$ cat config.mk
export PLATFORM = sky130hd
export DESIGN_NAME = tic_top
export DESIGN_NICKNAME = d
export VERILOG_FILES = /design/src/pkg/tic_pkg.sv /design/src/hdl/tic_ana.sv /design/src/hdl/tic_top.sv
export SDC_FILE = /design/constraint.sdc
export NUM_CORES = 2
export LEC_CHECK = 0
export BUFFER_PORTS_ARGS = -buffer_cell sky130_fd_sc_hd__buf_4
export CELL_PAD_IN_SITES_DETAIL_PLACEMENT = 0
export CELL_PAD_IN_SITES_GLOBAL_PLACEMENT = 1
export CORE_MARGIN = 5
export CORE_UTILIZATION = 51
export CTS_BUF_LIST = sky130_fd_sc_hd__clkbuf_8 sky130_fd_sc_hd__clkbuf_16
export DETAILED_ROUTE_END_ITERATION = 12
export PLACE_DENSITY_LB_ADDON = 0.1
export SYNTH_ARGS = -nofsm -noshare
export SYNTH_HDL_FRONTEND = slang
export SYNTH_SLANG_ARGS = --single-unit
$ cat constraint.sdc
create_clock -name CLK_I -period 14.35 [get_ports CLK_I]
set_input_delay 1.435 -clock CLK_I [delete_from_list [all_inputs] [get_ports CLK_I]]
set_output_delay 1.435 -clock CLK_I [all_outputs]
set_load 0.005 [all_outputs]
$ cat src/pkg/tic_pkg.sv
// constants for the terminal i/o conditioning block
// assumes a 32-bit axi4-lite register bus and 12-bit adc codes
package tic_pkg;
    localparam int DIN_N = 7;
    localparam int ADC_W = 12;
    localparam int VAL_W = 16;

    // register byte offsets
    localparam logic [7:0] OFS_DIN_INV   = 8'h00;
    localparam logic [7:0] OFS_DIN_VAL   = 8'h04;
    localparam logic [7:0] OFS_A1_GAIN   = 8'h08;
    localparam logic [7:0] OFS_A1_BIAS   = 8'h0c;
    localparam logic [7:0] OFS_A1_RANGE  = 8'h10;
    localparam logic [7:0] OFS_A2_GAIN   = 8'h14;
    localparam logic [7:0] OFS_A2_BIAS   = 8'h18;
    localparam logic [7:0] OFS_A2_RANGE  = 8'h1c;
    localparam logic [7:0] OFS_A1_RESULT = 8'h20;
    localparam logic [7:0] OFS_A2_RESULT = 8'h24;
    localparam logic [7:0] OFS_DOUT_SRC  = 8'h28;
    localparam logic [7:0] OFS_DOUT_INV  = 8'h2c;
    localparam logic [7:0] OFS_DOUT_VAL  = 8'h30;
    localparam logic [7:0] OFS_TRQ_LEVEL = 8'h34;

    // reset values; percentages are in tenths
    localparam logic [6:0] RST_DIN_INV  = 7'h10;
    localparam logic [15:0] RST_GAIN    = 16'h03e8;
    localparam logic [15:0] RST_BIAS    = 16'h0000;
    localparam logic [1:0] RST_A1_RANGE = 2'h0;
    localparam logic [1:0] RST_A2_RANGE = 2'h3;
    localparam logic [15:0] RST_TRQ_LVL = 16'h0000;
    localparam logic signed [15:0] PCT_LIMIT = 16'sh0bb8;
    localparam int PCT_FULL = 1000;

    // analog range codes
    localparam logic [1:0] RNG_10V   = 2'h0;
    localparam logic [1:0] RNG_5V    = 2'h1;
    localparam logic [1:0] RNG_20MA  = 2'h2;
    localparam logic [1:0] RNG_4_20  = 2'h3;

    // normalising constants: code * k >> 16 gives tenths of percent
    localparam logic [17:0] K_FULL   = 18'h03e84;
    localparam logic [17:0] K_HALF   = 18'h07d08;
    localparam logic [17:0] K_LIVE   = 18'h04e25;
    localparam logic [11:0] LIVE_ZERO = 12'h333;
    // divide by 1000 as multiply by 2^24/1000
    localparam logic [15:0] K_DIV1000 = 16'h4189;

    typedef enum logic [2:0] {
        SRC_NONE, SRC_HEALTH, SRC_TRIPPED, SRC_RUNNING,
        SRC_ZERO, SRC_SETPOINT, SRC_TORQUE
    } tic_src_e;
    localparam logic [2:0] SRC_MAX = 3'h6;
endpackage

$ cat src/hdl/tic_ana.sv
// one analog input channel: normalise, then gain and bias
// assumes adc codes come from logic on the same clock
`timescale 1ns/1ps
module tic_ana
    import tic_pkg::*;
(
    input  wire logic                    clk_i,
    input  wire logic                    srst_i,
    input  wire logic [tic_pkg::ADC_W-1:0] code_i,
    input  wire logic [1:0]              range_i,
    input  wire logic signed [15:0]      gain_i,
    input  wire logic signed [15:0]      bias_i,
    output logic signed [15:0]           result_o
);
    logic [29:0]        prod;
    logic [11:0]        code_live;
    logic [10:0]        pct_nxt;
    logic [10:0]        pct_r;
    logic signed [47:0] scaled;
    logic signed [47:0] quot;

    always_comb begin
        code_live = (code_i > LIVE_ZERO) ? code_i - LIVE_ZERO : 12'h000;
        unique case (range_i)
            RNG_5V:   prod = {18'h0, code_i} * K_HALF;
            RNG_4_20: prod = {18'h0, code_live} * K_LIVE;
            default:  prod = {18'h0, code_i} * K_FULL;
        endcase
        // clip above full span of the selected range
        if (prod[29:16] > 14'(PCT_FULL))
            pct_nxt = 11'(PCT_FULL);
        else
            pct_nxt = prod[26:16];
    end

    always_ff @(posedge clk_i) begin
        if (srst_i)
            pct_r <= '0;
        else
            pct_r <= pct_nxt;
    end

    always_comb begin
        scaled = 48'($signed({1'b0, pct_r})) * 48'(gain_i);
        // round toward zero for a symmetric result
        if (scaled < 0)
            quot = -(((-scaled) * 48'(K_DIV1000)) >>> 24);
        else
            quot = (scaled * 48'(K_DIV1000)) >>> 24;
    end

    always_ff @(posedge clk_i) begin
        if (srst_i)
            result_o <= '0;
        else
            result_o <= 16'(quot) + bias_i;
    end
endmodule

$ cat src/hdl/tic_top.sv
// terminal i/o conditioning: digital inputs, analog inputs, digital out
// assumes axi4-lite master on CLK_I, field pins asynchronous
//
// Local design decisions: the AXI4-Lite slave port and the placing of the registers.
`timescale 1ns/1ps
module tic_top
    import tic_pkg::*;
(
    input  wire logic                      CLK_I,
    input  wire logic                      SRST_I,
    input  wire logic [tic_pkg::DIN_N-1:0] DIN_I,
    output logic                           DIO4_O,
    output logic                           DIO4_OEN_O,
    input  wire logic [tic_pkg::ADC_W-1:0] AIN1_I,
    input  wire logic [tic_pkg::ADC_W-1:0] AIN2_I,
    input  wire logic                      DRV_RUN_I,
    input  wire logic                      DRV_TRIP_I,
    input  wire logic [15:0]               DRV_FREQ_I,
    input  wire logic [15:0]               DRV_MAXSPD_I,
    input  wire logic [15:0]               DRV_SETPT_I,
    input  wire logic signed [15:0]        DRV_TORQUE_I,
    input  wire logic [7:0]                AWADDR_I,
    input  wire logic                      AWVALID_I,
    output logic                           AWREADY_O,
    input  wire logic [31:0]               WDATA_I,
    input  wire logic [3:0]                WSTRB_I,
    input  wire logic                      WVALID_I,
    output logic                           WREADY_O,
    output logic [1:0]                     BRESP_O,
    output logic                           BVALID_O,
    input  wire logic                      BREADY_I,
    input  wire logic [7:0]                ARADDR_I,
    input  wire logic                      ARVALID_I,
    output logic                           ARREADY_O,
    output logic [31:0]                    RDATA_O,
    output logic [1:0]                     RRESP_O,
    output logic                           RVALID_O,
    input  wire logic                      RREADY_I
);
    logic [DIN_N-1:0]   din_meta_r;
    logic [DIN_N-1:0]   din_sync_r;
    logic [DIN_N-1:0]   din_inv_r;
    logic [DIN_N-1:0]   din_val_r;
    logic signed [15:0] a1_gain_r;
    logic signed [15:0] a1_bias_r;
    logic signed [15:0] a2_gain_r;
    logic signed [15:0] a2_bias_r;
    logic [1:0]         a1_range_r;
    logic [1:0]         a2_range_r;
    logic signed [15:0] a1_result;
    logic signed [15:0] a2_result;
    logic [2:0]         dout_src_r;
    logic               dout_inv_r;
    logic               dout_val_r;
    logic [15:0]        trq_lvl_r;
    logic               src_bit;
    logic [23:0]        freq_x100;
    logic [16:0]        freq_err;
    logic [23:0]        err_x100;
    logic [15:0]        trq_mag;

    logic [7:0]  aw_addr_r;
    logic        aw_full_r;
    logic [31:0] w_data_r;
    logic [3:0]  w_strb_r;
    logic        w_full_r;
    logic        do_wr;
    logic        wr_hit;
    logic        aw_full_nxt;
    logic        w_full_nxt;
    logic        rvalid_nxt;
    logic [31:0] rd_word;
    logic        rd_hit;

    // byte-lane merge of a write into a 16-bit field
    function automatic logic [15:0] merge16(input logic [15:0] old,
                                            input logic [31:0] data,
                                            input logic [3:0]  strb);
        logic [15:0] m;
        m = old;
        if (strb[0])
            m[7:0] = data[7:0];
        if (strb[1])
            m[15:8] = data[15:8];
        return m;
    endfunction

    // clamp a signed percentage setting to its span
    function automatic logic [15:0] clamp_pct(input logic [15:0] v);
        logic signed [15:0] s;
        s = $signed(v);
        if (s > PCT_LIMIT)
            return PCT_LIMIT;
        else if (s < -PCT_LIMIT)
            return -PCT_LIMIT;
        return v;
    endfunction

    // ---------------- digital inputs
    always_ff @(posedge CLK_I) begin
        if (SRST_I) begin
            din_meta_r <= '0;
            din_sync_r <= '0;
        end else begin
            din_meta_r <= DIN_I;
            din_sync_r <= din_meta_r;
        end
    end

    genvar gi;
    generate
        for (gi = 0; gi < DIN_N; gi++) begin : g_din
            always_ff @(posedge CLK_I) begin
                if (SRST_I)
                    din_val_r[gi] <= 1'b0;
                else
                    din_val_r[gi] <= din_sync_r[gi] ^ din_inv_r[gi];
            end
        end
    endgenerate

    // ---------------- analog inputs
    tic_ana u_ana1 (
        .clk_i    (CLK_I),
        .srst_i   (SRST_I),
        .code_i   (AIN1_I),
        .range_i  (a1_range_r),
        .gain_i   (a1_gain_r),
        .bias_i   (a1_bias_r),
        .result_o (a1_result)
    );

    tic_ana u_ana2 (
        .clk_i    (CLK_I),
        .srst_i   (SRST_I),
        .code_i   (AIN2_I),
        .range_i  (a2_range_r),
        .gain_i   (a2_gain_r),
        .bias_i   (a2_bias_r),
        .result_o (a2_result)
    );

    // ---------------- drive status sources and digital output
    always_comb begin
        freq_x100 = 24'(DRV_FREQ_I) * 24'h64;
        freq_err  = (DRV_FREQ_I > DRV_SETPT_I) ?
                    17'(DRV_FREQ_I - DRV_SETPT_I) :
                    17'(DRV_SETPT_I - DRV_FREQ_I);
        err_x100  = 24'(freq_err) * 24'h64;
        trq_mag   = DRV_TORQUE_I[15] ? 16'(-DRV_TORQUE_I) :
                    16'(DRV_TORQUE_I);
        unique case (tic_src_e'(dout_src_r))
            SRC_NONE:     src_bit = 1'b0;
            SRC_HEALTH:   src_bit = !DRV_RUN_I || !DRV_TRIP_I;
            SRC_TRIPPED:  src_bit = DRV_TRIP_I;
            SRC_RUNNING:  src_bit = DRV_RUN_I;
            SRC_ZERO:     src_bit = freq_x100 < 24'(DRV_MAXSPD_I);
            SRC_SETPOINT: src_bit = err_x100 <= 24'(DRV_MAXSPD_I);
            SRC_TORQUE:   src_bit = trq_mag >= trq_lvl_r;
            default:      src_bit = 1'b0;
        endcase
    end

    always_ff @(posedge CLK_I) begin
        if (SRST_I) begin
            dout_val_r <= 1'b0;
            DIO4_O     <= 1'b0;
            DIO4_OEN_O <= 1'b1;
        end else begin
            dout_val_r <= src_bit ^ dout_inv_r;
            DIO4_O     <= src_bit ^ dout_inv_r;
            DIO4_OEN_O <= (dout_src_r == SRC_NONE) && !dout_inv_r;
        end
    end

    // ---------------- axi4-lite write path
    assign do_wr       = aw_full_r && w_full_r && !BVALID_O;
    assign aw_full_nxt = (aw_full_r || (AWVALID_I && AWREADY_O)) && !do_wr;
    assign w_full_nxt  = (w_full_r || (WVALID_I && WREADY_O)) && !do_wr;

    always_ff @(posedge CLK_I) begin
        if (SRST_I) begin
            aw_full_r <= 1'b0;
            w_full_r  <= 1'b0;
            AWREADY_O <= 1'b0;
            WREADY_O  <= 1'b0;
            aw_addr_r <= '0;
            w_data_r  <= '0;
            w_strb_r  <= '0;
        end else begin
            aw_full_r <= aw_full_nxt;
            w_full_r  <= w_full_nxt;
            AWREADY_O <= !aw_full_nxt;
            WREADY_O  <= !w_full_nxt;
            if (AWVALID_I && AWREADY_O)
                aw_addr_r <= AWADDR_I;
            if (WVALID_I && WREADY_O) begin
                w_data_r <= WDATA_I;
                w_strb_r <= WSTRB_I;
            end
        end
    end

    always_comb begin
        unique case ({aw_addr_r[7:2], 2'b00})
            OFS_DIN_INV, OFS_A1_GAIN, OFS_A1_BIAS, OFS_A1_RANGE,
            OFS_A2_GAIN, OFS_A2_BIAS, OFS_A2_RANGE, OFS_DOUT_SRC,
            OFS_DOUT_INV, OFS_TRQ_LEVEL, OFS_DIN_VAL, OFS_A1_RESULT,
            OFS_A2_RESULT, OFS_DOUT_VAL: wr_hit = 1'b1;
            default:                     wr_hit = 1'b0;
        endcase
    end

    always_ff @(posedge CLK_I) begin
        if (SRST_I) begin
            BVALID_O <= 1'b0;
            BRESP_O  <= 2'b00;
        end else if (do_wr) begin
            BVALID_O <= 1'b1;
            BRESP_O  <= wr_hit ? 2'b00 : 2'b10;
        end else if (BREADY_I) begin
            BVALID_O <= 1'b0;
        end
    end

    // settings; out-of-span values are clamped or refused
    always_ff @(posedge CLK_I) begin
        if (SRST_I) begin
            din_inv_r  <= RST_DIN_INV;
            a1_gain_r  <= RST_GAIN;
            a1_bias_r  <= RST_BIAS;
            a2_gain_r  <= RST_GAIN;
            a2_bias_r  <= RST_BIAS;
            a1_range_r <= RST_A1_RANGE;
            a2_range_r <= RST_A2_RANGE;
            dout_src_r <= SRC_NONE;
            dout_inv_r <= 1'b0;
            trq_lvl_r  <= RST_TRQ_LVL;
        end else if (do_wr && w_strb_r[0]) begin
            unique case ({aw_addr_r[7:2], 2'b00})
                OFS_DIN_INV:  din_inv_r <= w_data_r[DIN_N-1:0];
                OFS_A1_GAIN:
                    a1_gain_r <= clamp_pct(merge16(a1_gain_r, w_data_r,
                                                   w_strb_r));
                OFS_A1_BIAS:
                    a1_bias_r <= clamp_pct(merge16(a1_bias_r, w_data_r,
                                                   w_strb_r));
                OFS_A2_GAIN:
                    a2_gain_r <= clamp_pct(merge16(a2_gain_r, w_data_r,
                                                   w_strb_r));
                OFS_A2_BIAS:
                    a2_bias_r <= clamp_pct(merge16(a2_bias_r, w_data_r,
                                                   w_strb_r));
                OFS_A1_RANGE:
                    if (w_data_r[1:0] <= RNG_5V)
                        a1_range_r <= w_data_r[1:0];
                OFS_A2_RANGE: a2_range_r <= w_data_r[1:0];
                OFS_DOUT_SRC:
                    if (w_data_r[2:0] <= SRC_MAX)
                        dout_src_r <= w_data_r[2:0];
                OFS_DOUT_INV: dout_inv_r <= w_data_r[0];
                OFS_TRQ_LEVEL:
                    trq_lvl_r <= merge16(trq_lvl_r, w_data_r, w_strb_r);
                default: ;
            endcase
        end else if (do_wr && w_strb_r[1]) begin
            unique case ({aw_addr_r[7:2], 2'b00})
                OFS_A1_GAIN:
                    a1_gain_r <= clamp_pct(merge16(a1_gain_r, w_data_r,
                                                   w_strb_r));
                OFS_A1_BIAS:
                    a1_bias_r <= clamp_pct(merge16(a1_bias_r, w_data_r,
                                                   w_strb_r));
                OFS_A2_GAIN:
                    a2_gain_r <= clamp_pct(merge16(a2_gain_r, w_data_r,
                                                   w_strb_r));
                OFS_A2_BIAS:
                    a2_bias_r <= clamp_pct(merge16(a2_bias_r, w_data_r,
                                                   w_strb_r));
                OFS_TRQ_LEVEL:
                    trq_lvl_r <= merge16(trq_lvl_r, w_data_r, w_strb_r);
                default: ;
            endcase
        end
    end

    // ---------------- axi4-lite read path
    always_comb begin
        rd_hit  = 1'b1;
        rd_word = '0;
        unique case ({ARADDR_I[7:2], 2'b00})
            OFS_DIN_INV:   rd_word = 32'(din_inv_r);
            OFS_DIN_VAL:   rd_word = 32'(din_val_r);
            OFS_A1_GAIN:   rd_word = 32'(a1_gain_r);
            OFS_A1_BIAS:   rd_word = 32'(a1_bias_r);
            OFS_A1_RANGE:  rd_word = 32'(a1_range_r);
            OFS_A2_GAIN:   rd_word = 32'(a2_gain_r);
            OFS_A2_BIAS:   rd_word = 32'(a2_bias_r);
            OFS_A2_RANGE:  rd_word = 32'(a2_range_r);
            OFS_A1_RESULT: rd_word = 32'($unsigned(a1_result));
            OFS_A2_RESULT: rd_word = 32'($unsigned(a2_result));
            OFS_DOUT_SRC:  rd_word = 32'(dout_src_r);
            OFS_DOUT_INV:  rd_word = 32'(dout_inv_r);
            OFS_DOUT_VAL:  rd_word = 32'(dout_val_r);
            OFS_TRQ_LEVEL: rd_word = 32'(trq_lvl_r);
            default:       rd_hit  = 1'b0;
        endcase
    end

    assign rvalid_nxt = (ARVALID_I && ARREADY_O) || (RVALID_O && !RREADY_I);

    always_ff @(posedge CLK_I) begin
        if (SRST_I) begin
            RVALID_O  <= 1'b0;
            ARREADY_O <= 1'b0;
            RDATA_O   <= '0;
            RRESP_O   <= 2'b00;
        end else begin
            RVALID_O  <= rvalid_nxt;
            ARREADY_O <= !rvalid_nxt;
            if (ARVALID_I && ARREADY_O) begin
                RDATA_O <= rd_word;
                RRESP_O <= rd_hit ? 2'b00 : 2'b10;
            end
        end
    end
endmodule

# == After elaboration in Yosys (flattened, before gate mapping) ==
# Memory sizes are Yosys's and may differ from the RTL's. A register that Yosys moved wholly into a read port is not among the register bits.
# Index checks and enable logic that the tools add are counted.
# W data, S select, Z words.
# word_totals
memories,1
register_bits,241
out_inout_bits,43
in_bits,156
rom_bits,64
# mem_list
memory,depth,width,read_ports,rd_ports_with_merged_regs,wr,line_no,text
(name not given),64,1,1,1,0,tic_top.sv:205,"unique case ({aw_addr_r[7:2], 2'b00})"
# classes
add_sub_neg,11
reduce_logical,42
n_eq_ne,32
bitwise_logic,8
magnitude_cmp,28
n_mux,165
mul,14
# ops
cell,count
$mux W16,46
$mux W8,58
$pmux W32 S14,1
$mul A48 B15 Y40 const B,4
$gt A16 B13 Y1 const B,8
$lt A16 B13 Y1 const B,8
$pmux W27 S2,2
$lt A48 B1 Y1 const B,2
$mul A12 B12 Y24 const B,4
$neg A48 Y48,2
$mul A12 B16 Y28,2
$eq A6 B4 Y1 const B,9
$mul A12 B15 Y27 const B,2
$eq A6 B3 Y1 const B,8
$mux W1,48
$neg A16 Y16,3
$sub A16 B16 Y17,2
$add A16 B16 Y16,2
$eq A6 B2 Y1 const B,4
$gt A12 B10 Y1 const B,2
$le A24 B16 Y1,1
$mux W12,2
$sub A12 B10 Y12 const B,2
$lt A23 B16 Y1,1
other kinds (30),77

# == Depth between registers and ports, before layout ==
# depth
word_depth,17
mapped_depth,62

# == By module ==
# From an unflattened synthesis, not the netlist that was laid out.
# hier_totals
hier_cells,7369
area_unflattened_um2,65684.2
# modules_own_cells
mod,seq_area_each_um2,area_each_um2,n_inst,cells_per_inst
tic_ana (u_ana1),540.5,25802.2,1,2822
tic_ana (u_ana2),540.5,25570.8,1,2766
tic_top,3383.2,14311.2,1,1781

# == Worst setup path after synthesis ==
# No wires, ideal clock.
# synth_path
path_kind,register to register
from,reg u_ana1.pct_r[5]
to,reg u_ana1.result_o[15]
required_ps,14216
path_buffers,2
stages_incl_launch_ff,54
setup_slack_ps,1240
arrival_time_ps,12976
synth_period_minus_slack_ps,13110
path_cell_list,dfxtp_1 clkbuf_1 nand2_1 fa_1 fa_1 fa_1 inv_1 fa_1 inv_1 fa_1 inv_1 ha_1 a2111oi_4 o21ai_1 a41o_1 a21oi_1 o211ai_1 a31o_1 [... 18 more ...] xor2_1 nor2b_1 nand3_1 nor3_1 a211o_2 a22oi_1 xnor2_1 a21oi_1 ha_1 and2_1 o211ai_1 o211ai_1 a31o_2 a21oi_1 xor2_1 nor2_1 and4_2 or4b_1
# synth_between
elab_chain_len,6
# synth_rtl
element,line_no,text
start: declaration,tic_ana.sv:18,logic [10:0] pct_r;
start signal: assignment,tic_ana.sv:40,pct_r <= pct_nxt;
$mul A12 B16 Y28 (*),tic_ana.sv:44,"scaled = 48'($signed({1'b0, pct_r})) * 48'(gain_i);"
$neg A48 Y48,tic_ana.sv:47,quot = -(((-scaled) * 48'(K_DIV1000)) >>> 24);
$mul A48 B15 Y40,tic_ana.sv:47,
$neg A16 Y16,tic_ana.sv:47,
$mux W16 (*),tic_ana.sv:46,if (scaled < 0)
$add A16 B16 Y16 (*),tic_ana.sv:56,result_o <= 16'(quot) + bias_i;
end signal: assignment,tic_ana.sv:56,
end: declaration,tic_ana.sv:13,output logic signed [15:0] result_o
# Every way passes the cells marked *; elsewhere a longest branch is shown, timed or not.
# A chain may end at the register's enable or synchronous reset.

# == Final worst setup path ==
# layout_path
from,reg u_ana1.pct_r[8]
to,reg u_ana1.result_o[15]
# Same word-level chain as after synthesis.

==> summary.txt <==
Flow run
  • Max-Cap Viols: 0

Cells and area
  • Footprint of the multi-input gates: 0.05379 mm2
  • Fill cells: 11740
  • Register area: 0.004518 mm2
  • Layout Nets: 9935
  • Post-route insts no fill: 9151
  • Share of cells above drive strength 1: 0.06978
  • Area grow syn2layout: 7.860%

Timing
  • Worst slew margin relative to its limit: 0.3165
  • Crit share post-route: 0.9513
  • Achievable Freq: 0.07325 GHz
  • Clk_skew: 0.03457 ns
  • Hold WS: 0.4354 ns
  • Final number of setup-violating endpoints: 0
  • Final Max Tran Viols: 0
  • Slew at the pin with the worst max-slew slack: 1.025 ns
  • Final Hold Fails: 0
  • Minimum clock period: 13.65 ns

Status
  • Status: completed

Logic synthesis
  • Syn_area_per_cell: 8.860 um2
  • EDFF count, synth: 0
  • Post-synth top cells: 1491 x ha_1, 1488 x inv_1, 813 x fa_1
  • Synthesis-stage register bit count: 223
  • Commonest register cell after synthesis: dfxtp_1
  • Top-count cell post-synth: ha_1
  • Cells after Synth: 7280
  • Synth Warn #: 0
  • Synth unique cells: 104
  • Dominant cell type by area after synthesis: ha_1
  • Post-synth ARST share: 0
  • Post-Synthesis Cell Area: 0.06450 mm2
  • Area share of the leading cell type in the synthesized netlist: 0.2892
  • Sequential area share after synthesis: 0.06921
  • Top cells by area, synth: ha_1 29%, fa_1 25%, inv_1 8.7%

Critical path
  • CP Capture Type: register
  • CP Data Required Time: 14.82 ns
  • R2r setup slk: 0.70 ns
  • Worst path buffer plus inverter count: 11
  • Crit start category: register
  • Reg2Reg Depth: 55
  • Critical path class: register to register
  • Max stage delay on crit path: 0.55 ns
  • Worst Path Max Fanout: 16
  • Reg-to-Reg Start: u_ana1.pct_r[8]
  • Reg2reg end: u_ana1.result_o[15]
  • WP data arrival: 14.12 ns
  • Crit-path leading delay family: adder cells
  • Crit-path slowest cell: fa_1

Clock tree
  • Clock latency on the worst-skew pair: 0.59 ns
  • Root buffer cell: clkbuf_16
  • CTS clk-pin slew, worst paths: 0.07 ns
  • Clk buf depth: 3
  • # hold bufs at CTS: 0
  • Htree depth: 1
  • CTS buffer count: 27
  • Setup Fix Bufs, Post-CTS: 0
  • CTS tree: done
  • Sink Count: 223

Global route
  • Vias in the first global route: 50960
  • Initial antenna violation count: 16
  • Largest net degree at the start of global routing: 113
  • First-pass GRT wire length: 269700 um
  • GR Overflow Total: 0
  • GRT Util Overall: 0.2491

Min path
  • Hold Crit Depth: 1
  • Hold Startpoint: din_meta_r[2]
  • Worst hold endpoint: din_sync_r[2]
  • Hold WC Path Type: register to register

Placed design
  • Buffers on Ports: 174
  • Dpl cells: 9096
  • Routability cong.: 0.9148
  • Detailed Place HPWL: 143500 um

Routing
  • Drt total wl: 164200 um
  • Pre-antenna DRT Iters: 9
  • Post-DR wirelength/cell: 17.95 um
  • Vias per cell: 5.333
  • Routed Antenna Nets: 0
  • Initial DRC Count: 2564
  • Via count: 48800
  • Drt drc: 0

Floorplan
  • Area of the core: 0.1256 mm2
  • Initial Util: 0.5137
  • Die H: 365.6 um
  • I/O pin count: 199
  • Die Span X: 365.6 um
  • Site Rows: 130
  • Die area: 0.1337 mm2
-- worst max-delay path by stage --
| stage | slack (ns) | start | to | cells after the start |
|---|---|---|---|---|
| floorplan | 1.24 | u_ana1.pct_r[5] | u_ana1.result_o[15] | 53 |
| global placement | 0.24 | u_ana1.pct_r[8] | u_ana1.result_o[15] | 54 |
| detailed placement | 0.17 | u_ana1.pct_r[8] | u_ana1.result_o[15] | 54 |
| CTS | 0.12 | u_ana1.pct_r[8] | u_ana1.result_o[15] | 54 |
| global route | -0.01 | u_ana1.pct_r[8] | u_ana1.result_o[15] | 56 |
| finish | 0.70 | u_ana1.pct_r[8] | u_ana1.result_o[15] | 55 |
-- routing by layer --
layer	track usage	routed length, um
met5	0	145
met4	0.04523	3302
met3	0.03096	8066
met2	0.4181	74390
met1	0.3498	78350
-- kinds of logic (layout without fill, tap and decap cells) --
family	after synthesis	in the layout	share of synthesized area
adder cells (fa/ha/maj)	2304	2304	0.5416
buffers and inverters	1681	1893	0.09951
AND/OR/NAND/NOR	1491	1491	0.1093
AO/OA/AOI/OAI	1118	1118	0.1146
XOR/XNOR	373	373	0.05100
flip-flops	223	223	0.06921
multiplexers	89	89	0.01480
other	1	10	0.00005814
-- worst register-to-register path, delay by kind of cell, from the launching register on --
family                     cells  cell delay [ns]
DFF                            1             0.41
and+or+nand+nor                9             1.74
buffers and inverters         11             1.05
adders and majority gates     14             5.89
xor gates and xnor gates       4             0.97
AOI/OAI and AO/OA             17             3.44
-- final cells by class --
type	instances	area share
Tap cell	1650	0.02967
Sequential cell	223	0.06494
Timing Repair Buffer	354	0.03825
Multi-Input combinational cell	5379	0.7732
Antenna cell	6	0.0002158
Clock buffer	35	0.01129
Inverter	1490	0.08039
Clock inverter	14	0.001996
-- what timing repair did --
action,4_1_cts,5_1_grt
setup endpoints to repair,0,9
hold endpoints to repair,0,0
resized for setup,0,63
-- per-stage QoR --
step           utilization  setup TNS (ns)  area [um2]  worst slack, ns
2_1_floorplan            -               0       64510            1.240
3_3_place_gp        0.5450               0       68440           0.2388
3_5_place_dp        0.5450               0       68440           0.1715
4_1_cts             0.5524               0       69360           0.1224
5_1_grt             0.5539        -0.01369       69560         -0.01369
6_report            0.5540               0       69570           0.6983
-- state kept, by name, summed over array words and instances (netlist names), 3 cells and up, named ones only --
signal / count
a1_bias_r: 16
aw_addr_r: 6
a2_bias_r: 16
din_sync_r: 7
RDATA_O: 17
u_ana2.result_o: 16
trq_lvl_r: 16
u_ana2.pct_r: 11
w_data_r: 16
din_inv_r: 7
dout_src_r: 3
u_ana1.result_o: 16
din_meta_r: 7
a1_gain_r: 16
u_ana1.pct_r: 11
din_val_r: 7
a2_gain_r: 16
-- cells in the final DEF (no fill, tap or decap), types with 14 or more instances in the layout --
cell type,instances
o21bai_1,45
or2_2,15
nor3_1,84
and3_1,32
and2_1,162
nand4_1,33
nand2b_1,60
a22oi_1,41
a221oi_1,29
xor2_1,100
nand2_1,542
nor2_1,322
nand3_1,94
o211ai_1,29
nor4_1,18
or3_1,14
inv_1,1494
buf_4,353
a21oi_1,329
xnor2_1,258
a31oi_1,23
a211oi_1,39
mux2i_1,74
a21o_1,125
o31ai_1,18
fa_1,813
clkbuf_16,27
nor2b_1,60
dfxtp_2,22
o21ai_0,200
o21a_1,43
a221o_1,17
a21boi_0,20
dfxtp_1,194
ha_1,1491
Power is not shown: default switching activity piles up to over one toggle a cycle in this logic, so the estimate is an artifact.
